## config.mk

```make
export PLATFORM = sky130hd
export DESIGN_NAME = uhd_global_ctrl
export DESIGN_NICKNAME = d
export VERILOG_FILES = /design/src/design/uhd_pkg.sv /design/src/design/uhd_regbus_if.sv /design/src/design/uhd_global_ctrl.sv /design/src/design/uhd_axil_slave.sv
export VERILOG_INCLUDE_DIRS = /design/src /design/src/design
export SDC_FILE = /design/constraint.sdc
export NUM_CORES = 1
export LEC_CHECK = 0
export BUFFER_PORTS_ARGS = -buffer_cell sky130_fd_sc_hd__buf_2
export CORE_MARGIN = 5
export CORE_UTILIZATION = 51
export CTS_CLUSTER_SIZE = 25
export DETAILED_ROUTE_END_ITERATION = 6
export PLACE_DENSITY = 0.76
export SKIP_CTS_REPAIR_TIMING = 1
export SLEW_MARGIN = 15
export SYNTH_ARGS = -nofsm -noshare
export SYNTH_HDL_FRONTEND = slang
export SYNTH_HIERARCHICAL = 1
export SYNTH_SLANG_ARGS = --single-unit
export TNS_END_PERCENT = 10
```

## constraint.sdc

```tcl
create_clock -name mclk -period 1.85 [get_ports mclk]
set_input_delay 0.0925 -clock mclk [delete_from_list [all_inputs] [get_ports mclk]]
set_output_delay 0.0925 -clock mclk [all_outputs]
set_load 0.05 [all_outputs]
```

## src/design/uhd_consts.svh

```systemverilog
// constants of the usb device global control slice
// assumes byte addresses on an 8-bit axi4-lite offset and a 250 MHz mclk
`ifndef UHD_CONSTS_SVH
`define UHD_CONSTS_SVH
// register byte offsets
`define UHD_OFS_CTRL    8'h00
`define UHD_OFS_FRAME   8'h04
`define UHD_OFS_IEN     8'h10
`define UHD_OFS_STAT    8'h14
`define UHD_OFS_CLR     8'h18
// device_control fields
`define UHD_ADDR_LSB    0
`define UHD_ADDR_MSB    6
`define UHD_AVALID_BIT  7
`define UHD_EN_BIT      8
`define UHD_DETACH_BIT  9
`define UHD_RWU_BIT     10
`define UHD_PDOFF_BIT   11
`define UHD_CTRL_RESET  12'h200
`define UHD_CTRL_WMASK  32'h0000_0FFF
// frame_number fields
`define UHD_MICRO_LSB   0
`define UHD_FRAME_LSB   3
`define UHD_CRCERR_BIT  31
// interrupt_enable fields
`define UHD_IEN_RESET   32'h0000_0010
`define UHD_IEN_MASK    32'h7E00_7FFE
`define UHD_IEN_RST_BIT 4
// axi responses
`define UHD_RESP_OKAY   2'h0
`define UHD_RESP_SLVERR 2'h2
// timing: ms figures and the clock rate in kHz
`define UHD_CLK_KHZ     250000
`define UHD_SUSP_MS     5
`define UHD_RESUME_MS   2
`define UHD_SUSP_CYC    (`UHD_SUSP_MS * `UHD_CLK_KHZ)
`define UHD_RESUME_CYC  (`UHD_RESUME_MS * `UHD_CLK_KHZ)
`endif

```

## src/design/uhd_pkg.sv

```systemverilog
// types shared by the usb device global control slice
// assumes nothing beyond the constants header
package uhd_pkg;
  // remote wakeup sequencer
  typedef enum logic [1:0] {WK_IDLE, WK_WAIT, WK_DRIVE} uhd_wake_e;
  typedef logic [31:0] uhd_word_t;
endpackage : uhd_pkg

```

## src/design/uhd_regbus_if.sv

```systemverilog
// internal register access port between bus slave and register file
// assumes one clock domain; reads are answered combinationally
`timescale 1ns/1ps
interface uhd_regbus_if;
  logic        wr_en;   // one-cycle write pulse
  logic [7:0]  wr_addr; // write byte address
  logic [31:0] wr_data; // write data
  logic [3:0]  wr_strb; // byte enables
  logic        wr_err;  // unmapped write
  logic [7:0]  rd_addr; // read byte address
  logic [31:0] rd_data; // read data
  logic        rd_err;  // unmapped read
  modport bus  (output wr_en, wr_addr, wr_data, wr_strb, rd_addr,
                input wr_err, rd_data, rd_err);
  modport regs (input wr_en, wr_addr, wr_data, wr_strb, rd_addr,
                output wr_err, rd_data, rd_err);
endinterface : uhd_regbus_if

```

## src/design/uhd_global_ctrl.sv

```systemverilog
// global control and status slice of a high-speed usb device
// assumes a same-clock packet decoder feeding sof, reset and token
// strobes; only the line wake level arrives asynchronously
`timescale 1ns/1ps
`include "uhd_consts.svh"

// Summary of operation
// - address reads zero after reset and bus reset
// - accept stored address if valid, else zero
// - address_valid cleared on reset and bus reset
// - controller_enable bit enables or disables controller
// - soft_detach suspends transceiver, clear attaches pull-up
// - writing one requests remote wakeup, zero ignored
// - resume only after five ms of suspend
// - wakeup request self-clears when resume ends
// - line_pulldown_off removes both line pull-downs
// - pulldown off plus detach leaves lines floating
// - microframe index counts 0..7, zeroed per frame
// - frame index holds last frame number received without crc error
// - crc error flag updates with the sof flag
// - enable bits 1..7 gate the bus events
// - bus reset sets end-of-reset enable itself
// - enable bits 8..14 gate endpoints 0..6
// - dma enable bits gate channels 1..6
// - interrupt asserts for any enabled set flag
// - flags cleared only by writing one to clear
module uhd_global_ctrl
  import uhd_pkg::*;
#(
  parameter int unsigned SUSP_WAIT_CYC  = `UHD_SUSP_CYC,   // suspend time before resume
  parameter int unsigned RESUME_K_CYC   = `UHD_RESUME_CYC  // length of the k state
)(
  input  wire logic        mclk,
  input  wire logic        reset,
  input  wire logic [7:0]  s_axi_awaddr,
  input  wire logic        s_axi_awvalid,
  output wire logic        s_axi_awready,
  input  wire logic [31:0] s_axi_wdata,
  input  wire logic [3:0]  s_axi_wstrb,
  input  wire logic        s_axi_wvalid,
  output wire logic        s_axi_wready,
  output wire logic [1:0]  s_axi_bresp,
  output wire logic        s_axi_bvalid,
  input  wire logic        s_axi_bready,
  input  wire logic [7:0]  s_axi_araddr,
  input  wire logic        s_axi_arvalid,
  output wire logic        s_axi_arready,
  output wire logic [31:0] s_axi_rdata,
  output wire logic [1:0]  s_axi_rresp,
  output wire logic        s_axi_rvalid,
  input  wire logic        s_axi_rready,
  input  wire logic        bus_reset_done,
  input  wire logic        bus_suspended,
  input  wire logic        high_speed,
  input  wire logic        sof_valid,
  input  wire logic        sof_first,
  input  wire logic [10:0] sof_frame,
  input  wire logic        sof_crc_err,
  input  wire logic        resume_done,
  input  wire logic        line_wake_async,
  input  wire logic [6:0]  token_addr,
  input  wire logic [6:0]  endpoint_irq,
  input  wire logic [5:0]  dma_irq,
  output wire logic        addr_match,
  output wire logic        controller_enable,
  output wire logic        xcvr_suspend,
  output wire logic        dp_pullup,
  output wire logic        dp_pulldown,
  output wire logic        dm_pulldown,
  output wire logic        resume_k,
  output logic             irq
);
  localparam logic [23:0] SUSP_W = 24'(SUSP_WAIT_CYC);
  localparam logic [23:0] K_LAST = 24'(RESUME_K_CYC - 1);

  // counters are 24 bits wide; both times must fit and be nonzero
  if (SUSP_WAIT_CYC < 1 || SUSP_WAIT_CYC > 24'hFF_FFFF ||
      RESUME_K_CYC < 1 || RESUME_K_CYC > 24'hFF_FFFF) begin : g_bad_time
    $error("uhd_global_ctrl: timing parameter out of range");
  end

  uhd_regbus_if rb ();                  // slave to register file

  logic [11:0] ctrl, next_ctrl;         // device_control bits 11:0
  uhd_word_t   ien, next_ien;           // interrupt_enable
  logic [7:1]  flags, next_flags;       // sticky bus event flags
  logic [10:0] frame_idx, next_frame_idx;
  logic [2:0]  micro_idx, next_micro_idx;
  logic        crc_err, next_crc_err;
  logic        susp_q;                  // suspend level last cycle
  logic        wake_s1, wake_s2, wake_s3; // line wake synchroniser
  uhd_wake_e   wk, next_wk;             // remote wakeup sequencer
  logic [23:0] susp_cnt, next_susp_cnt; // time spent in suspend
  logic [23:0] k_cnt, next_k_cnt;       // time spent driving k
  logic        wake_done;               // request retires
  logic        next_irq;
  logic [7:1]  ev_set, ev_clr;
  uhd_word_t   wmask, stat_rd;
  logic        wr_ctrl, wr_ien, wr_clr;

  function automatic uhd_word_t uhd_bytes(input logic [3:0] s);
    return {{8{s[3]}}, {8{s[2]}}, {8{s[1]}}, {8{s[0]}}};
  endfunction : uhd_bytes

  uhd_axil_slave u_slave (
    .mclk    (mclk),
    .reset   (reset),
    .awaddr  (s_axi_awaddr),
    .awvalid (s_axi_awvalid),
    .awready (s_axi_awready),
    .wdata   (s_axi_wdata),
    .wstrb   (s_axi_wstrb),
    .wvalid  (s_axi_wvalid),
    .wready  (s_axi_wready),
    .bresp   (s_axi_bresp),
    .bvalid  (s_axi_bvalid),
    .bready  (s_axi_bready),
    .araddr  (s_axi_araddr),
    .arvalid (s_axi_arvalid),
    .arready (s_axi_arready),
    .rdata   (s_axi_rdata),
    .rresp   (s_axi_rresp),
    .rvalid  (s_axi_rvalid),
    .rready  (s_axi_rready),
    .rb      (rb)
  );

  // write decode; only lanes with a strobe are touched
  assign wmask   = uhd_bytes(rb.wr_strb);
  assign wr_ctrl = rb.wr_en && rb.wr_addr == `UHD_OFS_CTRL;
  assign wr_ien  = rb.wr_en && rb.wr_addr == `UHD_OFS_IEN;
  assign wr_clr  = rb.wr_en && rb.wr_addr == `UHD_OFS_CLR;
  // frame and status are read-only: writes are dropped without error
  assign rb.wr_err = !(rb.wr_addr inside {`UHD_OFS_CTRL, `UHD_OFS_FRAME,
                       `UHD_OFS_IEN, `UHD_OFS_STAT, `UHD_OFS_CLR});

  // status view; endpoint and dma lines show only when enabled
  assign stat_rd = {1'b0, dma_irq & ien[30:25], 10'h000,
                    endpoint_irq & ien[14:8], flags, high_speed};

  // read mux; reserved bits and the clear register read zero
  always_comb begin
    rb.rd_data = 32'h0000_0000;
    rb.rd_err  = 1'b0;
    unique case (rb.rd_addr)
      `UHD_OFS_CTRL:  rb.rd_data = {20'h00000, ctrl};
      `UHD_OFS_FRAME: rb.rd_data = {crc_err, 17'h00000, frame_idx, micro_idx};
      `UHD_OFS_IEN:   rb.rd_data = ien;
      `UHD_OFS_STAT:  rb.rd_data = stat_rd;
      `UHD_OFS_CLR:   rb.rd_data = 32'h0000_0000;
      default:        rb.rd_err  = 1'b1;
    endcase
  end

  // pins follow the control bits; a pull-down is only used while
  // detached, so it never fights the dp pull-up
  assign controller_enable = ctrl[`UHD_EN_BIT];
  assign xcvr_suspend      = ctrl[`UHD_DETACH_BIT];
  assign dp_pullup         = !ctrl[`UHD_DETACH_BIT];
  assign dp_pulldown       = ctrl[`UHD_DETACH_BIT] && !ctrl[`UHD_PDOFF_BIT];
  assign dm_pulldown       = ctrl[`UHD_DETACH_BIT] && !ctrl[`UHD_PDOFF_BIT];
  assign resume_k          = wk == WK_DRIVE;
  // token filter: default address until firmware validates its own
  assign addr_match = ctrl[`UHD_AVALID_BIT] ? token_addr == ctrl[6:0]
                                            : token_addr == 7'h00;

  // bus events that set sticky flags
  always_comb begin
    ev_set    = 7'h00;
    ev_set[1] = bus_suspended && !susp_q;
    ev_set[2] = sof_valid && !sof_first;
    ev_set[3] = sof_valid && sof_first;
    ev_set[4] = bus_reset_done;
    ev_set[5] = wake_s2 && !wake_s3;
    ev_set[6] = resume_done;
    ev_set[7] = wk == WK_WAIT && bus_suspended && susp_cnt >= SUSP_W;
    ev_clr    = wr_clr ? rb.wr_data[7:1] & wmask[7:1] : 7'h00;
  end

  // register file, frame tracking and interrupt line
  always_comb begin
    next_ctrl      = ctrl;
    next_ien       = ien;
    next_frame_idx = frame_idx;
    next_micro_idx = micro_idx;
    next_crc_err   = crc_err;
    if (wr_ctrl) begin
      next_ctrl = (ctrl & ~wmask[11:0]) | (rb.wr_data[11:0] & wmask[11:0]);
      // a zero write leaves a pending wakeup alone
      next_ctrl[`UHD_RWU_BIT] = ctrl[`UHD_RWU_BIT] |
                                (rb.wr_data[`UHD_RWU_BIT] & wmask[`UHD_RWU_BIT]);
    end
    if (wake_done && !(wr_ctrl && rb.wr_data[`UHD_RWU_BIT] && wmask[`UHD_RWU_BIT])) begin
      next_ctrl[`UHD_RWU_BIT] = 1'b0;
    end
    if (bus_reset_done) begin
      next_ctrl[`UHD_ADDR_MSB:`UHD_ADDR_LSB] = 7'h00;
      next_ctrl[`UHD_AVALID_BIT] = 1'b0;
    end
    if (wr_ien) begin
      next_ien = (ien & ~(wmask & `UHD_IEN_MASK)) |
                 (rb.wr_data & wmask & `UHD_IEN_MASK);
    end
    if (bus_reset_done) begin
      next_ien[`UHD_IEN_RST_BIT] = 1'b1;
    end
    // set beats clear in the same cycle
    next_flags = (flags & ~ev_clr) | ev_set;
    if (!ctrl[`UHD_EN_BIT]) begin
      // disabled controller holds its frame state in reset
      next_frame_idx = 11'h000;
      next_micro_idx = 3'h0;
      next_crc_err   = 1'b0;
    end else if (sof_valid) begin
      next_crc_err = sof_crc_err;
      if (sof_first) begin
        next_micro_idx = 3'h0;
        // a corrupted number is not taken over
        if (!sof_crc_err) begin
          next_frame_idx = sof_frame;
        end
      end else if (micro_idx != 3'h7) begin
        next_micro_idx = micro_idx + 3'h1;
      end
    end
    next_irq = |(flags & ien[7:1]) | |(endpoint_irq & ien[14:8]) |
               |(dma_irq & ien[30:25]);
  end

  always_ff @(posedge mclk) begin
    if (reset) begin
      ctrl      <= `UHD_CTRL_RESET;
      ien       <= `UHD_IEN_RESET;
      flags     <= 7'h00;
      frame_idx <= 11'h000;
      micro_idx <= 3'h0;
      crc_err   <= 1'b0;
      irq       <= 1'b0;
    end else begin
      ctrl      <= next_ctrl;
      ien       <= next_ien;
      flags     <= next_flags;
      frame_idx <= next_frame_idx;
      micro_idx <= next_micro_idx;
      crc_err   <= next_crc_err;
      irq       <= next_irq;
    end
  end

  // remote wakeup: wait out the suspend time, then drive k
  always_comb begin
    next_wk       = wk;
    next_k_cnt    = k_cnt;
    wake_done     = 1'b0;
    next_susp_cnt = !bus_suspended ? 24'h00_0000 :
                    susp_cnt == 24'hFF_FFFF ? susp_cnt : susp_cnt + 24'h00_0001;
    if (!ctrl[`UHD_EN_BIT]) begin
      next_wk = WK_IDLE;
    end else begin
      unique case (wk)
        WK_IDLE: if (ctrl[`UHD_RWU_BIT]) begin
          next_wk = WK_WAIT;
        end
        WK_WAIT: if (!bus_suspended) begin
          // host resumed first; nothing left to send
          next_wk   = WK_IDLE;
          wake_done = 1'b1;
        end else if (susp_cnt >= SUSP_W) begin
          next_wk    = WK_DRIVE;
          next_k_cnt = 24'h00_0000;
        end
        WK_DRIVE: if (k_cnt == K_LAST) begin
          next_wk   = WK_IDLE;
          wake_done = 1'b1;
        end else begin
          next_k_cnt = k_cnt + 24'h00_0001;
        end
      endcase
    end
  end

  always_ff @(posedge mclk) begin
    if (reset) begin
      wk       <= WK_IDLE;
      susp_cnt <= 24'h00_0000;
      k_cnt    <= 24'h00_0000;
      susp_q   <= 1'b0;
      wake_s1  <= 1'b0;
      wake_s2  <= 1'b0;
      wake_s3  <= 1'b0;
    end else begin
      wk       <= next_wk;
      susp_cnt <= next_susp_cnt;
      k_cnt    <= next_k_cnt;
      susp_q   <= bus_suspended;
      wake_s1  <= line_wake_async;     // only wake_s2 reads this
      wake_s2  <= wake_s1;
      wake_s3  <= wake_s2;
    end
  end

  chk_addr_bus_reset: assert property (@(posedge mclk) disable iff (reset)
    bus_reset_done |=> ctrl[6:0] == 7'h00 && !ctrl[`UHD_AVALID_BIT])
    else $error("address not cleared by bus reset");
  chk_default_addr: assert property (@(posedge mclk) disable iff (reset)
    !ctrl[`UHD_AVALID_BIT] && token_addr != 7'h00 |-> !addr_match)
    else $error("nonzero address accepted before address state");
  chk_enable_write: assert property (@(posedge mclk) disable iff (reset)
    wr_ctrl && rb.wr_strb[1] |=> controller_enable == $past(rb.wr_data[8]))
    else $error("enable bit not taken from write");
  chk_detach_pins: assert property (@(posedge mclk) disable iff (reset)
    xcvr_suspend |-> !dp_pullup)
    else $error("pull-up on while detached");
  chk_resume_late: assert property (@(posedge mclk) disable iff (reset)
    $rose(resume_k) |-> $past(susp_cnt) >= SUSP_W && $past(bus_suspended))
    else $error("resume started early");
  chk_wake_clear: assert property (@(posedge mclk) disable iff (reset)
    $fell(resume_k) && !$past(wr_ctrl) |-> !ctrl[`UHD_RWU_BIT])
    else $error("wakeup request not retired");
  chk_line_float: assert property (@(posedge mclk) disable iff (reset)
    ctrl[`UHD_PDOFF_BIT] |-> !dp_pulldown && !dm_pulldown &&
                             (!ctrl[`UHD_DETACH_BIT] || !dp_pullup))
    else $error("line driven while floating asked");
  chk_micro_zero: assert property (@(posedge mclk) disable iff (reset)
    sof_valid && sof_first ##1 !sof_valid |=> micro_idx == 3'h0)
    else $error("microframe index not zeroed");
  chk_frame_load: assert property (@(posedge mclk) disable iff (reset)
    controller_enable && sof_valid && sof_first && !sof_crc_err
      |=> frame_idx == $past(sof_frame))
    else $error("frame number not loaded");
  chk_crc_with_sof: assert property (@(posedge mclk) disable iff (reset)
    controller_enable && sof_valid |=> crc_err == $past(sof_crc_err) &&
                                      (flags[3] || flags[2]))
    else $error("crc flag not with sof flag");
  chk_reset_ien: assert property (@(posedge mclk) disable iff (reset)
    bus_reset_done |=> ien[`UHD_IEN_RST_BIT])
    else $error("end-of-reset enable not set");
  chk_irq_follow: assert property (@(posedge mclk) disable iff (reset)
    ##1 irq == $past(|(flags & ien[7:1]) | |(endpoint_irq & ien[14:8]) |
                     |(dma_irq & ien[30:25])))
    else $error("interrupt line wrong");
  chk_set_wins: assert property (@(posedge mclk) disable iff (reset)
    ev_set[3] && ev_clr[3] |=> flags[3])
    else $error("event lost against clear");
endmodule : uhd_global_ctrl

```

## src/design/uhd_axil_slave.sv

```systemverilog
// axi4-lite slave front end for the global control registers
// assumes a master per the amba rules; one write and one read at a time
`timescale 1ns/1ps
`include "uhd_consts.svh"
module uhd_axil_slave
  import uhd_pkg::*;
(
  input  wire logic        mclk,
  input  wire logic        reset,
  input  wire logic [7:0]  awaddr,
  input  wire logic        awvalid,
  output wire logic        awready,
  input  wire logic [31:0] wdata,
  input  wire logic [3:0]  wstrb,
  input  wire logic        wvalid,
  output wire logic        wready,
  output wire logic [1:0]  bresp,
  output wire logic        bvalid,
  input  wire logic        bready,
  input  wire logic [7:0]  araddr,
  input  wire logic        arvalid,
  output wire logic        arready,
  output wire logic [31:0] rdata,
  output wire logic [1:0]  rresp,
  output wire logic        rvalid,
  input  wire logic        rready,
  uhd_regbus_if.bus        rb
);
  logic        aw_have, next_aw_have;   // address held
  logic        w_have,  next_w_have;    // data held
  logic [7:0]  aw_addr, next_aw_addr;
  uhd_word_t   w_data,  next_w_data;
  logic [3:0]  w_strb,  next_w_strb;
  logic        bv,      next_bv;        // write answer pending
  logic [1:0]  br,      next_br;
  logic        rv,      next_rv;        // read answer pending
  uhd_word_t   rd,      next_rd;
  logic [1:0]  rr,      next_rr;

  // channels stall while their slot is full or an answer waits
  assign awready    = !aw_have && !bv;
  assign wready     = !w_have && !bv;
  assign arready    = !rv;
  assign bvalid     = bv;
  assign bresp      = br;
  assign rvalid     = rv;
  assign rdata      = rd;
  assign rresp      = rr;
  assign rb.wr_en   = aw_have && w_have && !bv;
  assign rb.wr_addr = aw_addr;
  assign rb.wr_data = w_data;
  assign rb.wr_strb = w_strb;
  // read decode is combinational, so the address need not be held
  assign rb.rd_addr = araddr;

  // next state of both channels
  always_comb begin
    next_aw_have = aw_have;
    next_aw_addr = aw_addr;
    next_w_have  = w_have;
    next_w_data  = w_data;
    next_w_strb  = w_strb;
    next_bv      = bv;
    next_br      = br;
    next_rv      = rv;
    next_rd      = rd;
    next_rr      = rr;
    if (awvalid && awready) begin
      next_aw_have = 1'b1;
      next_aw_addr = awaddr;
    end
    if (wvalid && wready) begin
      next_w_have = 1'b1;
      next_w_data = wdata;
      next_w_strb = wstrb;
    end
    if (rb.wr_en) begin
      // both halves in: commit and answer
      next_aw_have = 1'b0;
      next_w_have  = 1'b0;
      next_bv      = 1'b1;
      next_br      = rb.wr_err ? `UHD_RESP_SLVERR : `UHD_RESP_OKAY;
    end else if (bv && bready) begin
      next_bv = 1'b0;
    end
    if (arvalid && arready) begin
      next_rv = 1'b1;
      next_rd = rb.rd_data;
      next_rr = rb.rd_err ? `UHD_RESP_SLVERR : `UHD_RESP_OKAY;
    end else if (rv && rready) begin
      next_rv = 1'b0;
    end
  end

  // registers only
  always_ff @(posedge mclk) begin
    if (reset) begin
      aw_have <= 1'b0;
      w_have  <= 1'b0;
      aw_addr <= 8'h00;
      w_data  <= 32'h0000_0000;
      w_strb  <= 4'h0;
      bv      <= 1'b0;
      br      <= `UHD_RESP_OKAY;
      rv      <= 1'b0;
      rd      <= 32'h0000_0000;
      rr      <= `UHD_RESP_OKAY;
    end else begin
      aw_have <= next_aw_have;
      w_have  <= next_w_have;
      aw_addr <= next_aw_addr;
      w_data  <= next_w_data;
      w_strb  <= next_w_strb;
      bv      <= next_bv;
      br      <= next_br;
      rv      <= next_rv;
      rd      <= next_rd;
      rr      <= next_rr;
    end
  end
endmodule : uhd_axil_slave

```

==> metrics.md <==
| Metric | Value |
|---|---|
| HPWL Detailed | `16.2 mm` |
| Wire length after detailed routing | `24.3 mm` |
| CTS tree | `done` |
| Share of layout cells above drive strength 1 | `28.2%` |
| Final RePlAce weighted congestion | `0.922` |
| Maximum vdd drop | `0.668 mV` |
| Pint | `6540 µW` |
| Count of pins over their slew limit | `0` |
| Largest net degree at the start of global routing | `73` |
| Syn Inst Count | `979` |
| Total of warnings raised by yosys | `6` |
| Pwr Density | `775 mW/mm²` |
| IO Count | `147` |
| Final setup slack of the worst path | `-0.280 ns` |
| Wire length per cell after detailed routing | `16.6 µm` |
| Leading cell types in the layout, fill and taps excluded | `sky130_fd_sc_hd__nand2_1 (197), sky130_fd_sc_hd__dfxtp_1 (170), sky130_fd_sc_hd__buf_2 (131)` |
| Port bufs | `132` |
| Critical R2R Launch | `u_slave/rb.wr_addr[6]` |
| Worst hold slack after final layout | `-0.0199 ns` |
| Worst endpoint data arrival time | `2.42 ns` |
| Antenna violations before repair | `1` |
| Number of max-cap violations | `0` |
| Vias per cell | `5.48` |
| Final hold viol count | `1` |
| Fraction of power spent switching nets | `24.2%` |
| RSZ-0062 raised after global routing | `yes` |
| Detailed router's first-iteration violation count | `558` |
| Critical Path Sink Type | `flip-flop` |
| Highest attainable clock frequency | `470 MHz` |
| Start point of the critical path | `u_slave/rb.wr_addr[6]` |
| Worst clock skew | `0.00702 ns` |
| Area of the mapped netlist | `0.00819 mm²` |
| Lkg Pwr | `0.00443 µW` |
| Clock sink count | `179` |
| Kind of path behind the tightest hold check | `primary input to flip-flop` |
| Overall track demand over capacity in global routing | `23.4%` |
| DRC viols | `0` |
| Nets | `1339` |
| Combinational group share of total power | `9.0%` |
| Clock power frac | `44.5%` |
| Sequential group share of total power | `46.5%` |
| Core Footprint | `0.0158 mm²` |
| Total number of vias | `8013` |
| Max-slew headroom | `50.6%` |
| Violations in the final reports | `negative hold slack, negative setup slack` |
| Mean cell area of the mapped netlist | `8.37 µm²` |
| Number of H-tree levels | `4` |
| Final std cells w/o fill | `1462` |
| Global-route wire length before repair | `34.6 mm` |
| Required arrival time at the worst endpoint | `2.14 ns` |
| Die height | `137 µm` |
| Worst-case setup slack after placement | `-0.221 ns` |
| Root Buffer Master | `sky130_fd_sc_hd__clkbuf_16` |
| Starting density of the core | `51.7%` |
| Bufs on Longest Clock Path | `2` |
| Final total negative setup slack | `-7.77 ns` |
| Peak fanout along the critical path | `8` |
| Area added between synthesis and finish | `36.0%` |
| Remaining global-route overflow | `0` |
| Final worst path period need | `2.13 ns` |
| Clock-pin slew on the worst setup and hold paths | `0.07 ns` |
| Post-detailed-route count of antenna-violating nets | `0` |
| Share of the cycle needed by the critical path after routing | `115%` |
| Cts bufs inserted | `17` |
| Switching pwr | `2080 µW` |
| Source of the worst hold timing path | `reset` |
| Number of detailed-routing iterations run before antenna repair | `5` |
| Final core utilization | `70.4%` |
| Least-Margin Pin Slew | `0.741 ns` |
| Die boundary width | `137 µm` |
| Vias in the first global route | `7142` |
| Total of endpoints with negative setup slack in the final report | `63` |
| Placement row count | `46` |
| Outcome | `finished, violations left` |
| Worst setup slack for register-to-register paths | `-0.28 ns` |
| Type of origin of the critical path | `flip-flop` |
| Depth of the worst register-to-register path | `6` |
| Most common cell after layout, fill and taps aside | `sky130_fd_sc_hd__nand2_1` |
| Critical Setup Path Class | `flip-flop to flip-flop` |
| Placed cell count | `1378` |
| Total die area | `0.0187 mm²` |
| Insertion delay to the later sink of the worst-skew pair | `0.43 ns` |
[power by group through the flow]
stage / Sequential (µW) / Clock [µW] / Combinational, µW
6_report: 4010 / 3840 / 775
3_3_place_gp: 4090 / 0 / 653
5_1_grt: 4020 / 4030 / 835
3_5_place_dp: 4090 / 0 / 660
4_1_cts: 4010 / 3880 / 663
2_1_floorplan: 4140 / 0 / 401
[area by class of cell]
type	count	area, µm²
clock buffer	19	443
multi-input combinational	725	4570
timing repair buffer	288	1990
antenna	1	2.50
clock inverter	12	180
tap	216	270
inverter	22	82.6
fill	1149	4690
sequential	179	3590
[layer usage]
metal | GRT usage [%] | vias up | wire length (µm)
li1 | - | 3842 | -
met1 | 27.8 | 3810 | 9680
met2 | 42.2 | 303 | 12400
met3 | 4.52 | 58 | 1610
met4 | 7.45 | 0 | 655
met5 | 0 | - | 0
[critical path, stage by stage (launching register included)]
cell and delay (ns):
sky130_fd_sc_hd__dfxtp_1 0.32, sky130_fd_sc_hd__or4_4 0.56, sky130_fd_sc_hd__nor4b_4 0.34, sky130_fd_sc_hd__nand3b_4 0.23, sky130_fd_sc_hd__nor2_8 0.25, sky130_fd_sc_hd__mux2i_1 0.24, sky130_fd_sc_hd__nor2_1 0.06
[how the worst min path moves through the flow]
stage | end | slack (ns) | cells past startpoint
2_1_floorplan | flags[4] | 0.21 | 2
3_3_place_gp | wake_s1 | 0.30 | 2
3_5_place_dp | wake_s1 | 0.31 | 2
4_1_cts | wake_s1 | -0.15 | 2
5_1_grt | k_cnt[5] | -0.02 | 2
6_report | k_cnt[5] | -0.02 | 2
[per-stage QoR]
| step | power, µW | cell area, µm² |
|---|---|---|
| finish | 8630 | 11100 |
| global route | 8880 | 11100 |
| CTS | 8550 | 10300 |
| detailed placement | 4750 | 9640 |
| global placement | 4740 | 9640 |
| floorplan | 4540 | 8250 |
Note: power is estimated with default switching activity, not from simulation.
